$ cat src/hdl/stmrc_pkg.sv
// constants, types and state layout of the standard timer register control
package stmrc_pkg;
    // register offsets on the plain register port
    localparam logic [2:0] OFS_CTL_A  = 3'h0;
    localparam logic [2:0] OFS_CTL_B  = 3'h1;
    localparam logic [2:0] OFS_CNT_LO = 3'h2;
    localparam logic [2:0] OFS_CNT_HI = 3'h3;
    localparam logic [2:0] OFS_CMPA_L = 3'h4;
    localparam logic [2:0] OFS_CMPA_H = 3'h5;
    localparam logic [2:0] OFS_CMPP   = 3'h6;
    // reset values and masks
    localparam logic [7:0]  REG_RST    = 8'h00;
    localparam logic [7:0]  CTLA_MASK  = 8'hf8;
    localparam logic [15:0] CNT_ZERO   = 16'h0000;
    localparam logic [15:0] CNT_ONE    = 16'h0001;
    localparam logic [15:0] CNT_MAX    = 16'hffff;
    localparam logic [16:0] FULL_SPAN  = 17'h10000;
    localparam logic [7:0]  BYTE_ZERO  = 8'h00;
    // field positions in timer_control_a
    localparam int PAUSE_BIT = 7;
    localparam int CKSEL_HI  = 6;
    localparam int CKSEL_LO  = 4;
    localparam int ON_BIT    = 3;
    // field positions in timer_control_b
    localparam int MODE_HI   = 7;
    localparam int MODE_LO   = 6;
    localparam int OFUNC_HI  = 5;
    localparam int OFUNC_LO  = 4;
    localparam int INIT_BIT  = 3;
    localparam int INV_BIT   = 2;
    localparam int SWAP_BIT  = 1;
    localparam int CLRSRC_BIT = 0;
    // counter clock select codes
    localparam logic [2:0] CK_SYS4  = 3'h0;
    localparam logic [2:0] CK_SYS   = 3'h1;
    localparam logic [2:0] CK_H16   = 3'h2;
    localparam logic [2:0] CK_H64   = 3'h3;
    localparam logic [2:0] CK_TBC   = 3'h4;
    localparam logic [2:0] CK_H8    = 3'h5;
    localparam logic [2:0] CK_EXTR  = 3'h6;
    localparam logic [2:0] CK_EXTF  = 3'h7;
    // divider terminal counts
    localparam logic [1:0] DIV4_END  = 2'h3;
    localparam logic [2:0] DIV8_END  = 3'h7;
    localparam logic [3:0] DIV16_END = 4'hf;
    localparam logic [5:0] DIV64_END = 6'h3f;
    // output function codes
    localparam logic [1:0] OF_00 = 2'h0;
    localparam logic [1:0] OF_01 = 2'h1;
    localparam logic [1:0] OF_10 = 2'h2;
    localparam logic [1:0] OF_11 = 2'h3;

    typedef enum logic [1:0] {
        MODE_CMP = 2'b00,
        MODE_CAP = 2'b01,
        MODE_PWM = 2'b10,
        MODE_TC  = 2'b11
    } stmrc_mode_t;

    typedef struct packed {
        logic [7:0]  ctla;
        logic [7:0]  ctlb;
        logic [7:0]  cmpal;
        logic [7:0]  cmpah;
        logic [7:0]  cmpp;
        logic [7:0]  rdata;
        logic [15:0] cnt;
        logic [1:0]  div4;
        logic [5:0]  hdiv;
        logic [1:0]  ext_s;
        logic        ext_d;
        logic [1:0]  tp_s;
        logic        tp_d;
        logic        lvl;
        logic        sp_act;
        logic        pin;
        logic        oe;
        logic        af;
        logic        pf;
    } stmrc_state_t;
endpackage : stmrc_pkg

$ cat src/hdl/stmrc_timer.sv
// standard timer: registers, clock select, counter, comparators and output pin
//
// The address-and-strobe port and the register addresses were left to the implementer.
`timescale 1ns/1ps
`default_nettype none

// Overview of operation
// - pause freezes counter, release resumes from value
// - clock select picks one of eight sources
// - on rise clears counter; off holds value
// - on rise restores initial pin level
// - control A bits 2..0 read zero
// - mode field picks four modes
// - compare A match: none, low, high, toggle
// - PWM codes: inactive, active, PWM, single pulse
// - capture edge: rise, fall, both, off
// - initial level bit: start level or polarity
// - invert bit flips pin, unused in counter and capture modes
// - swap bit exchanges period and duty registers
// - clear source: A match, else P/overflow
// - clear source ignored in PWM and capture
// - counter readable as two read-only bytes
// - compare A is two writable bytes, reset zero
// - compare P matches counter high byte
// - sixteen bit up-counter against both comparators
// - clearing match raises its flag; overflow raises P only in capture or with compare P zero, not clear source A
// - clear source A forbids compare P flag
module stmrc_timer
    import stmrc_pkg::*;
(
    // clock and reset
    input  wire logic       ref_clk_in,
    input  wire logic       srst_in,
    // register port
    input  wire logic [2:0] reg_addr_in,
    input  wire logic [7:0] reg_wdata_in,
    input  wire logic       reg_wr_in,
    input  wire logic       reg_rd_in,
    output var  logic [7:0] reg_rdata_out,
    // internal clock enables
    input  wire logic       high_clk_en_in,
    input  wire logic       timebase_en_in,
    // pins
    input  wire logic       external_clock_input_in,
    input  wire logic       timer_pin_in,
    output var  logic       timer_output_pin_out,
    output var  logic       timer_output_pin_oe_out,
    // comparator events
    output var  logic       compare_a_flag_out,
    output var  logic       compare_p_flag_out
);
    stmrc_state_t s_r;
    stmrc_state_t s_nxt;
    stmrc_mode_t  mode;
    logic        ext_rise;
    logic        ext_fall;
    logic        src_en;
    logic        tick;
    logic        on_rise;
    logic [15:0] inc;
    logic [15:0] cmpa;
    logic [15:0] pword;
    logic        ovf;
    logic        hit_a;
    logic        hit_p;
    logic        clr;
    logic        af_ev;
    logic        pf_ev;
    logic        cap_ev;
    logic        tp_rise;
    logic        tp_fall;
    logic [16:0] duty;
    logic        pwm_act;
    logic        act;
    logic [1:0]  ofunc;

    always_comb begin
        s_nxt = s_r;
        mode  = stmrc_mode_t'(s_r.ctlb[MODE_HI:MODE_LO]);
        ofunc = s_r.ctlb[OFUNC_HI:OFUNC_LO];
        // two-stage synchronisers, edges from the second stage only
        s_nxt.ext_s = {s_r.ext_s[0], external_clock_input_in};
        s_nxt.ext_d = s_r.ext_s[1];
        ext_rise    = s_r.ext_s[1] & ~s_r.ext_d;
        ext_fall    = ~s_r.ext_s[1] & s_r.ext_d;
        s_nxt.tp_s  = {s_r.tp_s[0], timer_pin_in};
        s_nxt.tp_d  = s_r.tp_s[1];
        tp_rise     = s_r.tp_s[1] & ~s_r.tp_d;
        tp_fall     = ~s_r.tp_s[1] & s_r.tp_d;
        // dividers
        s_nxt.div4 = s_r.div4 + 2'h1;
        if (high_clk_en_in) begin
            s_nxt.hdiv = s_r.hdiv + 6'h01;
        end
        case (s_r.ctla[CKSEL_HI:CKSEL_LO])
            CK_SYS4: src_en = (s_r.div4 == DIV4_END);
            CK_SYS:  src_en = 1'b1;
            CK_H16:  src_en = high_clk_en_in & (s_r.hdiv[3:0] == DIV16_END);
            CK_H64:  src_en = high_clk_en_in & (s_r.hdiv == DIV64_END);
            CK_TBC:  src_en = timebase_en_in;
            CK_H8:   src_en = high_clk_en_in & (s_r.hdiv[2:0] == DIV8_END);
            CK_EXTR: src_en = ext_rise;
            CK_EXTF: src_en = ext_fall;
            default: src_en = 1'b0;
        endcase
        tick = src_en & s_r.ctla[ON_BIT] & ~s_r.ctla[PAUSE_BIT];
        // comparators
        inc   = s_r.cnt + CNT_ONE;
        cmpa  = {s_r.cmpah, s_r.cmpal};
        pword = {s_r.cmpp, BYTE_ZERO};
        ovf   = (s_r.cnt == CNT_MAX);
        hit_a = (inc == cmpa) && (cmpa != CNT_ZERO);
        hit_p = (s_r.cmpp != BYTE_ZERO) ? (inc == pword) : ovf;
        // clear source and flags per mode
        clr    = 1'b0;
        af_ev  = 1'b0;
        pf_ev  = 1'b0;
        cap_ev = 1'b0;
        case (mode)
            MODE_CMP, MODE_TC: begin
                clr   = s_r.ctlb[CLRSRC_BIT] ? (hit_a | ovf) : hit_p;
                af_ev = hit_a;
                pf_ev = ~s_r.ctlb[CLRSRC_BIT] & hit_p;
            end
            MODE_PWM: begin
                clr   = s_r.ctlb[SWAP_BIT] ? (hit_a | ovf) : hit_p;
                af_ev = hit_a;
                pf_ev = hit_p;
            end
            MODE_CAP: begin
                clr   = ovf;
                pf_ev = ovf;
                case (ofunc)
                    OF_00:   cap_ev = tp_rise;
                    OF_01:   cap_ev = tp_fall;
                    OF_10:   cap_ev = tp_rise | tp_fall;
                    default: cap_ev = 1'b0;
                endcase
                cap_ev = cap_ev & s_r.ctla[ON_BIT];
            end
            default: clr = 1'b0;
        endcase
        s_nxt.af = (tick & af_ev) | cap_ev;
        s_nxt.pf = tick & pf_ev;
        if (tick) begin
            s_nxt.cnt = clr ? CNT_ZERO : inc;
        end
        // capture stores the count into compare A
        if (cap_ev) begin
            s_nxt.cmpal = s_r.cnt[7:0];
            s_nxt.cmpah = s_r.cnt[15:8];
        end
        // compare match output level
        if (tick && hit_a && mode == MODE_CMP) begin
            case (ofunc)
                OF_01:   s_nxt.lvl = 1'b0;
                OF_10:   s_nxt.lvl = 1'b1;
                OF_11:   s_nxt.lvl = ~s_r.lvl;
                default: s_nxt.lvl = s_r.lvl;
            endcase
        end
        // single pulse ends on compare A match or switch-off
        if ((tick && hit_a) || !s_r.ctla[ON_BIT]) begin
            s_nxt.sp_act = 1'b0;
        end
        // register writes; the counter bytes ignore writes
        on_rise = reg_wr_in && (reg_addr_in == OFS_CTL_A) &&
                  reg_wdata_in[ON_BIT] && !s_r.ctla[ON_BIT];
        if (reg_wr_in) begin
            case (reg_addr_in)
                OFS_CTL_A:  s_nxt.ctla  = reg_wdata_in & CTLA_MASK;
                OFS_CTL_B:  s_nxt.ctlb  = reg_wdata_in;
                OFS_CMPA_L: s_nxt.cmpal = reg_wdata_in;
                OFS_CMPA_H: s_nxt.cmpah = reg_wdata_in;
                OFS_CMPP:   s_nxt.cmpp  = reg_wdata_in;
                default:    s_nxt.ctla  = s_r.ctla;
            endcase
        end
        if (on_rise) begin
            s_nxt.cnt    = CNT_ZERO;
            s_nxt.lvl    = s_r.ctlb[INIT_BIT];
            s_nxt.sp_act = 1'b1;
        end
        // read data stands only in the cycle after the strobe
        s_nxt.rdata = BYTE_ZERO;
        if (reg_rd_in) begin
            case (reg_addr_in)
                OFS_CTL_A:  s_nxt.rdata = s_r.ctla & CTLA_MASK;
                OFS_CTL_B:  s_nxt.rdata = s_r.ctlb;
                OFS_CNT_LO: s_nxt.rdata = s_r.cnt[7:0];
                OFS_CNT_HI: s_nxt.rdata = s_r.cnt[15:8];
                OFS_CMPA_L: s_nxt.rdata = s_r.cmpal;
                OFS_CMPA_H: s_nxt.rdata = s_r.cmpah;
                OFS_CMPP:   s_nxt.rdata = s_r.cmpp;
                default:    s_nxt.rdata = BYTE_ZERO;
            endcase
        end
        // pwm duty compare; a duty at or above the period gives 100 percent
        if (s_r.ctlb[SWAP_BIT]) begin
            duty = (s_r.cmpp == BYTE_ZERO) ? FULL_SPAN : {1'b0, pword};
        end else begin
            duty = {1'b0, cmpa};
        end
        pwm_act = ({1'b0, s_r.cnt} < duty) & s_r.ctla[ON_BIT];
        case (ofunc)
            OF_00:   act = 1'b0;
            OF_01:   act = 1'b1;
            OF_10:   act = pwm_act;
            default: act = s_r.sp_act;
        endcase
        // pin drive
        case (mode)
            MODE_CMP: begin
                s_nxt.oe  = 1'b1;
                s_nxt.pin = s_r.lvl ^ s_r.ctlb[INV_BIT];
            end
            MODE_PWM: begin
                s_nxt.oe  = 1'b1;
                s_nxt.pin = (act ? s_r.ctlb[INIT_BIT] : ~s_r.ctlb[INIT_BIT]) ^ s_r.ctlb[INV_BIT];
            end
            default: begin
                s_nxt.oe  = 1'b0;
                s_nxt.pin = 1'b0;
            end
        endcase
    end

    always_ff @(posedge ref_clk_in) begin
        if (srst_in) begin
            s_r <= '0;
        end else begin
            s_r <= s_nxt;
        end
    end

    assign reg_rdata_out          = s_r.rdata;
    assign timer_output_pin_out    = s_r.pin;
    assign timer_output_pin_oe_out = s_r.oe;
    assign compare_a_flag_out      = s_r.af;
    assign compare_p_flag_out      = s_r.pf;
endmodule : stmrc_timer

`default_nettype wire

$ cat config.mk
export PLATFORM = sky130hd
export DESIGN_NAME = stmrc_timer
export DESIGN_NICKNAME = d
export VERILOG_FILES = /design/src/hdl/stmrc_pkg.sv /design/src/hdl/stmrc_timer.sv
export SDC_FILE = /design/constraint.sdc
export NUM_CORES = 1
export LEC_CHECK = 0
export ABC_AREA = 1
export BUFFER_PORTS_ARGS = -buffer_cell sky130_fd_sc_hd__buf_4
export CAP_MARGIN = 25
export CORE_MARGIN = 3
export CORE_UTILIZATION = 35
export CTS_BUF_LIST = sky130_fd_sc_hd__clkbuf_4 sky130_fd_sc_hd__clkbuf_8 sky130_fd_sc_hd__clkbuf_16
export DETAILED_ROUTE_END_ITERATION = 12
export REMOVE_ABC_BUFFERS = 1
export SYNTH_ARGS = -nofsm -noshare
export SYNTH_HDL_FRONTEND = slang
export SYNTH_SLANG_ARGS = --single-unit
$ cat constraint.sdc
create_clock -name ref_clk_in -period 2.9 [get_ports ref_clk_in]
set_input_delay 0.58 -clock ref_clk_in [delete_from_list [all_inputs] [get_ports ref_clk_in]]
set_output_delay 0.58 -clock ref_clk_in [all_outputs]
set_load 0.05 [all_outputs]
==> qor.yml <==
worst_r2r_endpoint: "s_r[28]"
clk_pin_slew_ns: 0.06
yosysTopAreaCell: "dfxtp_1"
dp_hpwl_um: 13100
die_h_um: 128
synth_flop_cell: "dfxtp_1"
slew_viol_final: 0
grt.overflow.total: 0
synth_top_area_share_pct: 31.1
critPathCaptureType: "register"
ctsRootBufferMaster: "clkbuf_16"
fin_skew_ns: 0.00984
numCtsBuffers: 9
grt_pass1_vias: 4858
drv_cap: 0
setup_ws_ns: 0.205
cp-startpoint: "s_r[21]"
crit_path_start_kind: "register"
start_util_pct: 35.8
antenna_cells: 0
finalSetupViolations: 0
ys_seq_area_share_pct: 31.1
clock_sinks: 81
p_sw_share_pct: 27.3
n_fill_cell: 1576
path_class: "register to register"
required_ns: 3.14
layout-drive-gt1-share_pct: 10.9
postCtsHoldBufs: 0
wl_per_cell_um: 16.9
h-tree-depth: 3
wirelength_um: 17100
area_growth_syn_to_layout_pct: 12.1
vias: 5399
design_power_total_mw: 2.54
cts_tree: "built"
multi_input_area_um2: 3000
async_reset_ff_share_pct: 0
io_buffers: 30
power.internal_mw: 1.84
core_um2: 14600
drt_iter0_markers: 630
grt_max_degree: 34
rr_worst_depth: 12
combinationalPowerShare_pct: 11.1
synth_seq_cells: 81
grt_setup_unrepaired: "no"
p_sw_mw: 0.691
cts_setup_buffers: 0
grt_usage_pct: 21.5
dieArea_um2: 16400
drc: 0
seqCellArea_um2: 1620
fin_tns_setup_ns: 0
r2r_start: "s_r[21]"
yosys_warnings: 0
antenna_found_initial: 0
pwr-share-clk_pct: 42.9
crit_arrival_ns: 2.93
dr.pass1.iters: 6
synthTopCellsByArea: "dfxtp_1 31%, nand2_1 13%, inv_1 8.1%"
ant_nets: 0
hp-class: "register to register"
finalNetCount: 867
synth_common_cells: "179 x nand2_1, 112 x inv_1, 81 x dfxtp_1"
fin_crit_sh_pct: 92.9
clk_path_buf_depth: 2
place.gp.congestion: 0.965
clkLatencyLatePin_ns: 0.35
power_density_nw_per_um2: 433
fp.dieW_um: 128
power_frac_seq_pct: 46.1
num_rows: 44
endpoint: "s_r[28]"
worstPathMaxFanout: 16
ios: 31
drt-vias-per-instance: 5.34
yosysMostFrequentCell: "nand2_1"
max_freq_mhz: 371
min_period_ns: 2.70
synth_edf_count: 0
place_ws_ns: 0.313
grt_pass1_wl_um: 27300
avgSynthCellArea_um2: 6.53
synth_area_um2: 5220
power.leakage_nw: 2.44
outcome: "completed"
netlist-cell-type-count: 38
ir_worst_vdd_mv: 0.475
hold_viol_final: 0
syn_inst: 799
rrSetupSlack_ns: 0.20
ctsResizeCount: 0
tightest_slew_ns: 0.677
maxSlewHeadroom_pct: 54.5
flip-flops by register name, summed over array words and instances, names as in the netlist:
register / count
pword: 8
s_r: 37
mode: 2
compare_p_flag_out: 1
timer_output_pin_out: 1
timer_output_pin_oe_out: 1
ofunc: 2
cmpa: 16
s_nxt: 4
reg_rdata_out: 8
compare_a_flag_out: 1
cells by family (layout without fill, tap and decap cells):
group           count (synthesis)  after routing  synth area share, %
simple gates                  374            374                 31.9
compound gates                174            174                 18.8
buf+inv                       141            169                 11.6
flops                          81             81                 31.1
fa+ha+maj                      25             25                 5.99
xor+xnor                        4              4                0.671
stage by stage:
stage	utilization [%]	hold slack, ns	area, um2	cells
2_1_floorplan	-	0.388	5050	772
3_3_place_gp	38.2	0.400	5580	996
3_5_place_dp	38.2	0.398	5580	996
4_1_cts	40.1	0.409	5850	1011
5_1_grt	40.1	0.430	5850	1011
6_report	40.1	0.407	5850	1011
how the worst min path moves through the flow:
| stage | endpoint | depth (start not counted) | from | slack, ns |
|---|---|---|---|---|
| after floorplan | s_nxt[6] | 2 | s_nxt[8] | 0.39 |
| after global placement | s_nxt[9] | 2 | s_nxt[11] | 0.40 |
| after detailed placement | s_nxt[6] | 2 | s_nxt[8] | 0.40 |
| after CTS | s_nxt[6] | 2 | s_nxt[8] | 0.41 |
| after global routing | s_r[18] | 1 | s_r[18] | 0.43 |
| final | s_nxt[9] | 2 | s_nxt[11] | 0.41 |
final cells by class:
class | instances | area share (%)
clock buffer | 11 | 4.21
clock inverter | 4 | 0.513
inverter | 114 | 7.31
multi-input combinational | 577 | 51.2
sequential | 81 | 27.7
tap | 184 | 3.93
timing repair buffer | 40 | 5.13
worst max-delay path, stage by stage, from the launching register on:
cell and delay (ns):
dfxtp_1 0.52, ha_1 0.26, nand2_2 0.13, nor2_4 0.20, nand3_2 0.12, nor4_1 0.54
nand2_1 0.15, nand3_1 0.13, nand3_1 0.09, nand2_2 0.09, nand2_4 0.16, nand2_1 0.12
a21oi_1 0.06
routing by layer:
layer | wire length (um) | vias to the layer above | track usage [%]
met5 | 0 | - | 0
met3 | 1270 | 36 | 4.46
li1 | - | 2691 | -
met4 | 455 | 0 | 6.24
met2 | 7500 | 198 | 32.9
met1 | 7900 | 2474 | 30.6
power groups by stage:
| stage | registers [mW] | logic [mW] | clock network (mW) |
|---|---|---|---|
| after global placement | 1.19 | 0.277 | 0 |
| after floorplan | 1.19 | 0.160 | 0 |
| after detailed placement | 1.19 | 0.276 | 0 |
| after global routing | 1.17 | 0.315 | 1.16 |
| final | 1.17 | 0.280 | 1.09 |
| after CTS | 1.17 | 0.278 | 1.11 |
cells in the final DEF, fill, tap and decap left out, drive strengths merged:
| master | netlist | final |
|---|---|---|
| a2111oi | 3 | 3 |
| a21boi | 1 | 1 |
| a21oi | 63 | 63 |
| a221oi | 2 | 2 |
| a31oi | 2 | 2 |
| buf | 10 | 40 |
| clkbuf | 14 | 11 |
| clkinv | 2 | 5 |
| clkinvlp | 0 | 1 |
| dfxtp | 81 | 81 |
| ha | 25 | 25 |
| inv | 112 | 112 |
| nand2 | 196 | 196 |
| nand3 | 57 | 57 |
| nand3b | 1 | 1 |
| nand4 | 21 | 21 |
| nor2 | 89 | 89 |
| nor3 | 8 | 8 |
| nor4 | 1 | 1 |
| o211ai | 10 | 10 |
| o21a | 1 | 1 |
| o21ai | 67 | 67 |
| o21bai | 1 | 1 |
| o221ai | 2 | 2 |
| o22ai | 22 | 22 |
| or2 | 1 | 1 |
| xnor2 | 2 | 2 |
| xor2 | 2 | 2 |
Note: power is estimated with default switching activity, not from simulation.
